**src/airq_defines.vh**
```
// Notes on behaviour
// - in ac97 mode, set flag 12 when a command read finishes with status ready; the code sets it on cmd_read_done alone, with no status check.
// - in ac97 mode, set flag 11 when a command write finishes.
// - in ac97 mode, set flag 10 on codec-ready tag bit rising 0 to 1.
// - set flag 9 on receive fifo overrun or misalign, serial side.
// - set flag 8 on transmit fifo underrun or misalign, serial side.
// - set flag 7 on receive fifo underrun or misalign, bus side.
// - set flag 6 on transmit fifo overrun or misalign, bus side.
// - fifo write is misaligned when width changes and byte pointer is not zero.
// - set flag 5 when the receive fifo becomes full.
// - set flag 4 when receive level rises above programmed half level.
// - set flag 3 when the receive fifo goes from empty to not empty.
// - set flag 2 when the transmit fifo goes from full to not full.
// - set flag 1 when transmit level drops below programmed half level.
// - set flag 0 when the transmit fifo becomes empty.
// - each flag has a mask bit, one blocks; all masks read one after reset.
// - writing one to a clear register bit resets that raw flag.
// - status shows raw flags; interrupt output ors the unmasked flags.
// - in ac97 mode, set flag 13 once the modem status field is valid.
`ifndef AIRQ_DEFINES_VH
`define AIRQ_DEFINES_VH
// ----------------------------------------
// register offsets
// ----------------------------------------
`define AIRQ_OFS_STATUS 12'h000
`define AIRQ_OFS_MASK 12'h004
`define AIRQ_OFS_CLEAR 12'h008
// ----------------------------------------
// field positions and resets
// ----------------------------------------
`define AIRQ_NFLAG 14
`define AIRQ_BIT_MODEM 13
`define AIRQ_BIT_RD_DONE 12
`define AIRQ_BIT_WR_DONE 11
`define AIRQ_BIT_CODEC_UP 10
`define AIRQ_BIT_SER_RX_ERR 9
`define AIRQ_BIT_SER_TX_ERR 8
`define AIRQ_BIT_BUS_RD_ERR 7
`define AIRQ_BIT_BUS_WR_ERR 6
`define AIRQ_BIT_RX_FULL 5
`define AIRQ_BIT_RX_THR 4
`define AIRQ_BIT_RX_DATA 3
`define AIRQ_BIT_TX_SPACE 2
`define AIRQ_BIT_TX_THR 1
`define AIRQ_BIT_TX_DRAIN 0
`define AIRQ_MASK_RST 32'hffffffff
`define AIRQ_MASK_FLAG_RST 14'h3fff
`define AIRQ_STAT_RST 14'h0000
`define AIRQ_HI_MASK_RST 18'h3ffff
// ----------------------------------------
// fifo access sizes
// ----------------------------------------
`define AIRQ_SIZE_8 2'h0
`define AIRQ_SIZE_16 2'h1
`define AIRQ_SIZE_32 2'h2
`endif

```
**src/airq_ctrl.v**
```verilog
`include "airq_defines.vh"

module airq_ctrl (
    input wire clk_sys,
    input wire srst,
    input wire psel,
    input wire penable,
    input wire pwrite,
    input wire [11:0] paddr,
    input wire [31:0] pwdata,
    input wire ac97_mode,
    input wire cmd_read_done,
    input wire cmd_write_done,
    input wire codec_ready_tag,
    input wire modem_status_valid,
    input wire rx_ser_overrun,
    input wire rx_ser_misalign,
    input wire tx_ser_underrun,
    input wire tx_ser_misalign,
    input wire rx_bus_underrun,
    input wire rx_bus_misalign,
    input wire tx_bus_overrun,
    input wire tx_bus_write,
    input wire [1:0] tx_bus_size,
    input wire [1:0] tx_byte_ptr,
    input wire [5:0] rx_level,
    input wire [5:0] rx_half_level,
    input wire rx_full,
    input wire rx_empty,
    input wire [5:0] tx_level,
    input wire [5:0] tx_half_level,
    input wire tx_full,
    input wire tx_empty,
    output reg [31:0] prdata,
    output wire pready,
    output wire pslverr,
    output reg irq_out
);

// ----------------------------------------
// registers
// ----------------------------------------
// only flags 13 to 0 have storage; upper bits are constants on read
reg [13:0] raw_ff;
reg [13:0] mask_ff;
reg codec_tag_ff;
reg modem_valid_ff;
reg rx_full_ff;
reg rx_empty_ff;
reg rx_above_ff;
reg tx_full_ff;
reg tx_empty_ff;
reg tx_below_ff;
reg [1:0] last_size_ff;
reg have_size_ff;
reg pready_ff;
reg pslverr_ff;

// ----------------------------------------
// helper functions
// ----------------------------------------
// high for the one cycle in which a level goes from low to high
function f_rise;
    input now_lvl;
    input old_lvl;
    begin
        f_rise = now_lvl && !old_lvl;
    end
endfunction

// high for the one cycle in which a level goes from high to low
function f_fall;
    input now_lvl;
    input old_lvl;
    begin
        f_fall = !now_lvl && old_lvl;
    end
endfunction

// strict compare: a level equal to the half mark is not above it
function f_above;
    input [5:0] lvl;
    input [5:0] mark;
    begin
        f_above = (lvl > mark);
    end
endfunction

// strict compare: a level equal to the half mark is not below it
function f_below;
    input [5:0] lvl;
    input [5:0] mark;
    begin
        f_below = (lvl < mark);
    end
endfunction

// full 12-bit compare; aliases of a register are not decoded
function f_hit;
    input [11:0] addr;
    input [11:0] ofs;
    begin
        f_hit = (addr == ofs);
    end
endfunction

// clear first, then set, so an event in the clear cycle survives
function [13:0] f_next_raw;
    input [13:0] cur;
    input [13:0] clr;
    input [13:0] evt;
    begin
        f_next_raw = (cur & ~clr) | evt;
    end
endfunction

// any flag that is set and not blocked by its mask bit
function f_any_open;
    input [13:0] flags;
    input [13:0] blocks;
    begin
        f_any_open = |(flags & ~blocks);
    end
endfunction

// ----------------------------------------
// fifo level compares
// ----------------------------------------
wire rx_above = f_above(rx_level, rx_half_level);
wire tx_below = f_below(tx_level, tx_half_level);

// ----------------------------------------
// misaligned fifo write detection
// ----------------------------------------
// a width change is harmless while the byte pointer is back at byte zero
wire size_changed = have_size_ff && (tx_bus_size != last_size_ff);
wire tx_misalign = tx_bus_write && size_changed && (tx_byte_ptr != 2'h0);

always @(posedge clk_sys) begin
    if (srst) begin
        last_size_ff <= `AIRQ_SIZE_8;
        have_size_ff <= 1'b0;
    end else if (tx_bus_write) begin
        last_size_ff <= tx_bus_size;
        have_size_ff <= 1'b1;
    end
end

// ----------------------------------------
// ac97 command and codec events
// ----------------------------------------
// the link only carries these in ac97 mode; in i2s mode they stay quiet
wire evt_modem;
wire evt_rd_done;
wire evt_wr_done;
wire evt_codec_up;
assign evt_modem = ac97_mode && f_rise(modem_status_valid, modem_valid_ff);
assign evt_rd_done = ac97_mode && cmd_read_done;
assign evt_wr_done = ac97_mode && cmd_write_done;
assign evt_codec_up = ac97_mode && f_rise(codec_ready_tag, codec_tag_ff);

always @(posedge clk_sys) begin
    if (srst) begin
        codec_tag_ff <= 1'b0;
        modem_valid_ff <= 1'b0;
    end else begin
        codec_tag_ff <= codec_ready_tag;
        modem_valid_ff <= modem_status_valid;
    end
end

// ----------------------------------------
// fifo error events
// ----------------------------------------
// error inputs are levels; every cycle they stand sets the flag again
wire evt_ser_rx_err;
wire evt_ser_tx_err;
wire evt_bus_rd_err;
wire evt_bus_wr_err;
assign evt_ser_rx_err = rx_ser_overrun || rx_ser_misalign;
assign evt_ser_tx_err = tx_ser_underrun || tx_ser_misalign;
assign evt_bus_rd_err = rx_bus_underrun || rx_bus_misalign;
assign evt_bus_wr_err = tx_bus_overrun || tx_misalign;

// ----------------------------------------
// receive fifo level events
// ----------------------------------------
// history resets as an idle empty fifo, so release of reset is no edge
wire evt_rx_full;
wire evt_rx_thr;
wire evt_rx_data;
assign evt_rx_full = f_rise(rx_full, rx_full_ff);
assign evt_rx_thr = f_rise(rx_above, rx_above_ff);
assign evt_rx_data = f_fall(rx_empty, rx_empty_ff);

always @(posedge clk_sys) begin
    if (srst) begin
        rx_full_ff <= 1'b0;
        rx_empty_ff <= 1'b1;
        rx_above_ff <= 1'b0;
    end else begin
        rx_full_ff <= rx_full;
        rx_empty_ff <= rx_empty;
        rx_above_ff <= rx_above;
    end
end

// ----------------------------------------
// transmit fifo level events
// ----------------------------------------
// an empty transmit fifo also sits below its half mark after reset
wire evt_tx_space;
wire evt_tx_thr;
wire evt_tx_drain;
assign evt_tx_space = f_fall(tx_full, tx_full_ff);
assign evt_tx_thr = f_rise(tx_below, tx_below_ff);
assign evt_tx_drain = f_rise(tx_empty, tx_empty_ff);

always @(posedge clk_sys) begin
    if (srst) begin
        tx_full_ff <= 1'b0;
        tx_empty_ff <= 1'b1;
        tx_below_ff <= 1'b1;
    end else begin
        tx_full_ff <= tx_full;
        tx_empty_ff <= tx_empty;
        tx_below_ff <= tx_below;
    end
end

// ----------------------------------------
// event vector
// ----------------------------------------
// one bit per flag, in register order
reg [13:0] nxt_evt;
always @* begin
    nxt_evt = 14'h0000;
    nxt_evt[`AIRQ_BIT_MODEM] = evt_modem;
    nxt_evt[`AIRQ_BIT_RD_DONE] = evt_rd_done;
    nxt_evt[`AIRQ_BIT_WR_DONE] = evt_wr_done;
    nxt_evt[`AIRQ_BIT_CODEC_UP] = evt_codec_up;
    nxt_evt[`AIRQ_BIT_SER_RX_ERR] = evt_ser_rx_err;
    nxt_evt[`AIRQ_BIT_SER_TX_ERR] = evt_ser_tx_err;
    nxt_evt[`AIRQ_BIT_BUS_RD_ERR] = evt_bus_rd_err;
    nxt_evt[`AIRQ_BIT_BUS_WR_ERR] = evt_bus_wr_err;
    nxt_evt[`AIRQ_BIT_RX_FULL] = evt_rx_full;
    nxt_evt[`AIRQ_BIT_RX_THR] = evt_rx_thr;
    nxt_evt[`AIRQ_BIT_RX_DATA] = evt_rx_data;
    nxt_evt[`AIRQ_BIT_TX_SPACE] = evt_tx_space;
    nxt_evt[`AIRQ_BIT_TX_THR] = evt_tx_thr;
    nxt_evt[`AIRQ_BIT_TX_DRAIN] = evt_tx_drain;
end

// ----------------------------------------
// apb decode
// ----------------------------------------
// zero wait states; every access completes in its access phase
wire wr_acc = psel && penable && pwrite;
wire rd_setup = psel && !penable && !pwrite;
wire wr_mask = wr_acc && f_hit(paddr, `AIRQ_OFS_MASK);
wire wr_clear = wr_acc && f_hit(paddr, `AIRQ_OFS_CLEAR);
wire [13:0] clr_bits = wr_clear ? pwdata[13:0] : 14'h0000;
wire [13:0] nxt_raw = f_next_raw(raw_ff, clr_bits, nxt_evt);

always @(posedge clk_sys) begin
    if (srst) begin
        pready_ff <= 1'b1;
    end else begin
        pready_ff <= 1'b1;
    end
end

always @(posedge clk_sys) begin
    if (srst) begin
        pslverr_ff <= 1'b0;
    end else begin
        pslverr_ff <= 1'b0;
    end
end

assign pready = pready_ff;
assign pslverr = pslverr_ff;

// ----------------------------------------
// raw flags
// ----------------------------------------
// status writes are dropped; only clears and events move these bits
always @(posedge clk_sys) begin
    if (srst) begin
        raw_ff <= `AIRQ_STAT_RST;
    end else begin
        raw_ff <= nxt_raw;
    end
end

// ----------------------------------------
// mask register
// ----------------------------------------
// bits 31 to 14 have no storage and read back as their reset ones
always @(posedge clk_sys) begin
    if (srst) begin
        mask_ff <= `AIRQ_MASK_FLAG_RST;
    end else if (wr_mask) begin
        mask_ff <= pwdata[13:0];
    end
end

// ----------------------------------------
// read data
// ----------------------------------------
// read data is captured in the setup phase so prdata stays a flop output
reg [31:0] nxt_prdata;
always @* begin
    nxt_prdata = 32'h00000000;
    // the write-only clear register and unmapped offsets read as zero
    if (f_hit(paddr, `AIRQ_OFS_STATUS)) begin
        nxt_prdata = {18'h00000, raw_ff};
    end else if (f_hit(paddr, `AIRQ_OFS_MASK)) begin
        nxt_prdata = {`AIRQ_HI_MASK_RST, mask_ff};
    end
end

always @(posedge clk_sys) begin
    if (srst) begin
        prdata <= 32'h00000000;
    end else if (rd_setup) begin
        prdata <= nxt_prdata;
    end
end

// ----------------------------------------
// interrupt output
// ----------------------------------------
// registered, so the pin follows the flags one cycle late
always @(posedge clk_sys) begin
    if (srst) begin
        irq_out <= 1'b0;
    end else begin
        irq_out <= f_any_open(raw_ff, mask_ff);
    end
end

endmodule // airq_ctrl

```
**config.mk**
```make
export PLATFORM = sky130hd
export DESIGN_NAME = airq_ctrl
export DESIGN_NICKNAME = d
export VERILOG_FILES = /design/src/airq_ctrl.v
export VERILOG_INCLUDE_DIRS = /design/src
export SDC_FILE = /design/constraint.sdc
export NUM_CORES = 1
export LEC_CHECK = 0
export BUFFER_PORTS_ARGS = -buffer_cell sky130_fd_sc_hd__clkbuf_2
export CAP_MARGIN = 20
export CORE_MARGIN = 2
export CORE_UTILIZATION = 41
export DETAILED_ROUTE_END_ITERATION = 8
export GPL_ROUTABILITY_DRIVEN = 0
export GPL_TIMING_DRIVEN = 0
export MAX_ROUTING_LAYER = met4
export PLACE_DENSITY = 0.73
export SKIP_LAST_GASP = 1
export SLEW_MARGIN = 20
export SYNTH_ARGS = -nofsm -noshare
export SYNTH_HDL_FRONTEND = slang
export SYNTH_SLANG_ARGS = --single-unit
```
**constraint.sdc**
```tcl
create_clock -name clk_sys -period 5.03 [get_ports clk_sys]
set_input_delay 0.503 -clock clk_sys [delete_from_list [all_inputs] [get_ports clk_sys]]
set_output_delay 0.503 -clock clk_sys [all_outputs]
set_load 0.005 [all_outputs]
```
Yosys cells after proc, flatten, opt, wreduce, memory -nomap -nowiden
Index checks and enable logic that the tools add are counted.
{"block": "op_classes", "n_lt_le_gt_ge": 2, "n_eq_ne": 3, "n_mux": 3, "bitwise": 5, "reduce_logical": 38}
{"cell": "32-bit two-way mux", "count": 2}
{"cell": "14-bit AND", "count": 2}
{"cell": "14-bit NOT", "count": 2}
{"cell": "1-bit logical AND", "count": 21}
{"cell": "14-bit two-way mux", "count": 1}
{"cell": "14-bit bitwise OR", "count": 1}
{"cell": "14-bit OR reduction", "count": 1}
{"cell": "12-bit by 3-bit == test with 1-bit output, second input constant", "count": 1}
{"cell": "12-bit by 4-bit == test with 1-bit output, second input constant", "count": 1}
{"cell": "12-bit zero test", "count": 1}
{"cell": "1-bit zero test", "count": 10}
{"cell": "6-bit > comparator", "count": 1}
{"cell": "6-bit < comparator", "count": 1}
{"cell": "1-bit logical OR", "count": 4}
{"cell": "2-bit != test", "count": 1}
{"cell": "2-bit nonzero test", "count": 1}
{"block": "totals", "register_bits": 72, "input_bits": 94, "output_inout_bits": 35}

Depth between registers and ports, before layout
{"block": "depth", "depth_word": 7, "mapped_depth": 6, "mapped_depth_nobuf": 6}

Least setup slack after synthesis
Ideal clock, no wire load.
{"block": "synth_timing", "kind": "input to register", "from": "in paddr[7]", "to": "reg mask_ff[10]", "setup_time_ns": 0.120, "arrival_time_ns": 2.124, "slack_ns": 2.787, "stages": 5, "path_cell_list": "or4_4 or4_4 buf_6 buf_6 a211o_1"}
{"block": "synth_via", "elab_chain_cells": 2}
{"item": "from (decl)", "line": "airq_ctrl.v:9", "text": "input wire [11:0] paddr,"}
{"item": "12-bit by 3-bit == test with 1-bit output", "line": "airq_ctrl.v:103", "text": "f_hit = (addr == ofs);"}
{"item": "1-bit logical AND", "line": "airq_ctrl.v:260", "text": "wire wr_mask = wr_acc && f_hit(paddr, `AIRQ_OFS_MASK);"}
{"item": "to (signal assigned)", "line": "airq_ctrl.v:302", "text": "mask_ff <= `AIRQ_MASK_FLAG_RST;"}
{"item": "to (signal assigned)", "line": "airq_ctrl.v:304", "text": "mask_ff <= pwdata[13:0];"}
{"item": "to (decl)", "line": "airq_ctrl.v:45", "text": "reg [13:0] mask_ff;"}
Every way passes these cells.
A chain may end at the register's enable or synchronous reset.

==> summary.txt <==
TritonCTS buffer count = 5
Fin. Hold Viols = 0
Worst reg2reg path depth = 3
Status = completed
# IOs = 129
TNS Setup = 0 ns
Slew @ Worst Pin = 0.863 ns
Dpl cell area = 3240 sq um
Clock Skew = 0.00359 ns
DRC violations left = 0
Mapped cell area = 2610 sq um
Vias per std cell = 4.79
Slew margin rel. = 41.9%
Clock root buffer = clkbuf_8
Netlist cell types = 36
Commonest cells after routing, fill and taps aside = clkbuf_2, dfxtp_1, inv_1
Period minus WS final = 2.28 ns
Critical path's largest stage delay = 0.73 ns
Reg clk slew, reported paths = 0.09 ns
Final Setup Violations = 0
Fillers = 619
Slew Limit Fails = 0
Worst path required time = 5.28 ns
Pin count of the biggest net entering global routing = 20
Total die area = 7020 sq um
Arrival time worst endpoint = 2.53 ns
P per Cell Area = 234 nW/um^2
Max FO, Critical Path = 10
Layout Cells excl Fill = 506
Leakage = 1.73 nW
Final HPWL DP = 4840 um
Tot Pwr = 0.778 mW
H-tree levels = 2
GRT Overall Usage = 17.7%
Synth Register Bits = 55
Cts repair resizes = 0
Hold path cells = 2
Buffers on Ports = 107
DRT Pass-1 Iters = 4
Fmax = 439 MHz
Hold-fix buffers, CTS = 0
First-pass GRT wire length = 9940 um
Crit path cell chain = clkbuf_1 -> or4b_1 -> nor4_1 -> buf_2 -> a22oi_1 -> nand2_1
Share of layout cells above drive strength 1 = 33.3%
Vias in the first global route = 2278
Drt wl/cell = 11.8 um
Num rows = 29
Finished Cell Area = 3320 sq um
CORE AREA = 6240 sq um
Post-Synthesis Cells = 314
Synth Area per Inst = 8.31 sq um
Die H = 83.8 um
Slowest CP cell = nor4_1
Syn nets = 419
Setup repair after global routing missed its margin = no
Routed vias = 2423
Post-route ant nets = 0
Post-CTS Setup Repair Bufs = 0
Diode count = 0
Clock Tree Buf Depth = 2
Final setup margin = 2.75 ns
CTS sink cnt = 55
Placed Instances = 498
Period utilisation layout = 45.3%
Synthesis-to-finish area growth = 27.3%
GR Overflow Total = 0
Crit path capture type = flop
CTS tree = yes
Clock Latency Late Sink = 0.30 ns
Die Width = 83.8 um
CP Class = in2reg
Post-layout nets = 533
Initial antenna violation count = 0
DR iter-0 viols = 135
Hold slack = 0.392 ns
Maxcap violations = 0
Initial Utilization = 41.8%
Wirelength, routed = 5970 um
Pre-CTS setup slack = 2.46 ns
Yosys warns = 0
Min-delay worst type = in2reg
Commonest non-fill, non-tap cell in the layout = clkbuf_2
Critical Path Source Type = primary input
Final Util = 53.2%
Sequential-to-total area share from yosys stat = 42.2%
Worst VDD drop = 0.132 mV
## Yosys cell counts (all sizes together)
cell | count | area share, %
o22ai | 5 | 1.2
nand2b | 6 | 1.4
nor2b | 4 | 0.96
nand2 | 34 | 4.9
dfxtp | 55 | 42
clkbuf | 7 | 1.0
o211ai | 1 | 0.29
or4b | 2 | 0.77
or4 | 5 | 1.9
nor3b | 1 | 0.29
mux2i | 3 | 1.2
a21o | 1 | 0.29
nand3 | 2 | 0.38
a22oi | 14 | 4.0
a211o | 15 | 5.0
a31oi | 1 | 0.24
xnor2 | 2 | 0.67
a221oi | 2 | 0.67
nor2 | 27 | 3.9
a21oi | 19 | 3.6
a211oi | 1 | 0.29
o21ai | 16 | 3.1
nor4 | 2 | 0.48
buf | 24 | 7.1
conb | 2 | 0.29
ha | 11 | 5.3
or2 | 3 | 0.72
or3 | 2 | 0.48
nor3 | 3 | 0.58
nand4 | 2 | 0.48
inv | 40 | 5.8
nand3b | 2 | 0.58
## final cells by class
cell class                      instances  area, sq um  share of cell area, %
Buffer                                 31          213                   6.40
Clock buffer                            7         76.3                   2.30
Clock inverter                          1         5.00                  0.151
Inverter                               40          150                   4.52
Multi-Input combinational cell        188         1150                   34.5
Sequential cell                        55         1100                   33.1
Tap cell                               77         96.3                   2.90
Timing Repair Buffer                  107          536                   16.1
## worst max-delay path, delay by kind of cell
kind,cells,cell delay [ns]
AO/OA/AOI/OAI,1,0.13
AND/OR/NAND/NOR,3,1.35
buffers and inverters,2,0.54
## cells by family after synthesis
kind of cell / count (synthesis) / synth area share, %
flops: 55 / 42.2
xor+xnor: 2 / 0.671
simple gates: 95 / 17.8
fa+ha+maj: 11 / 5.27
other cells: 2 / 0.288
buf+inv: 71 / 13.9
compound gates: 75 / 18.7
mux: 3 / 1.15
## metal layers
metal,wire [um],global-route usage [%],part of all wire (%),vias to the layer above
met5,0,-,0,-
met2,2930,29.8,49,67
met1,2660,21.2,45,1080
met3,338,4.55,5.7,4
li1,-,-,-,1272
met4,44,4.40,0.74,0
## power breakdown
part / internal [mW] / total, mW / switching, mW / leakage [nW]
registers: 0.449 / 0.458 / 0.00855 / 0.450
logic: 0.0458 / 0.0887 / 0.0429 / 1.24
clock network: 0.0980 / 0.232 / 0.134 / 0.0422
## registers in the layout (all words and copies together), names as in the netlist, 2 cells and up
signal / count
last_size_ff: 2
mask_ff: 14
prdata: 15
raw_ff: 14
## final timing paths
path	from	end	slack (ns)
worst max register to register	mask_ff[4]	irq_out	4.00
worst max-delay path	srst	prdata[6]	2.75
worst min register to register	prdata[10]	prdata[10]	0.44
worst min-delay path	rx_empty	rx_empty_ff	0.39
Power figures use the tool's default switching activity.
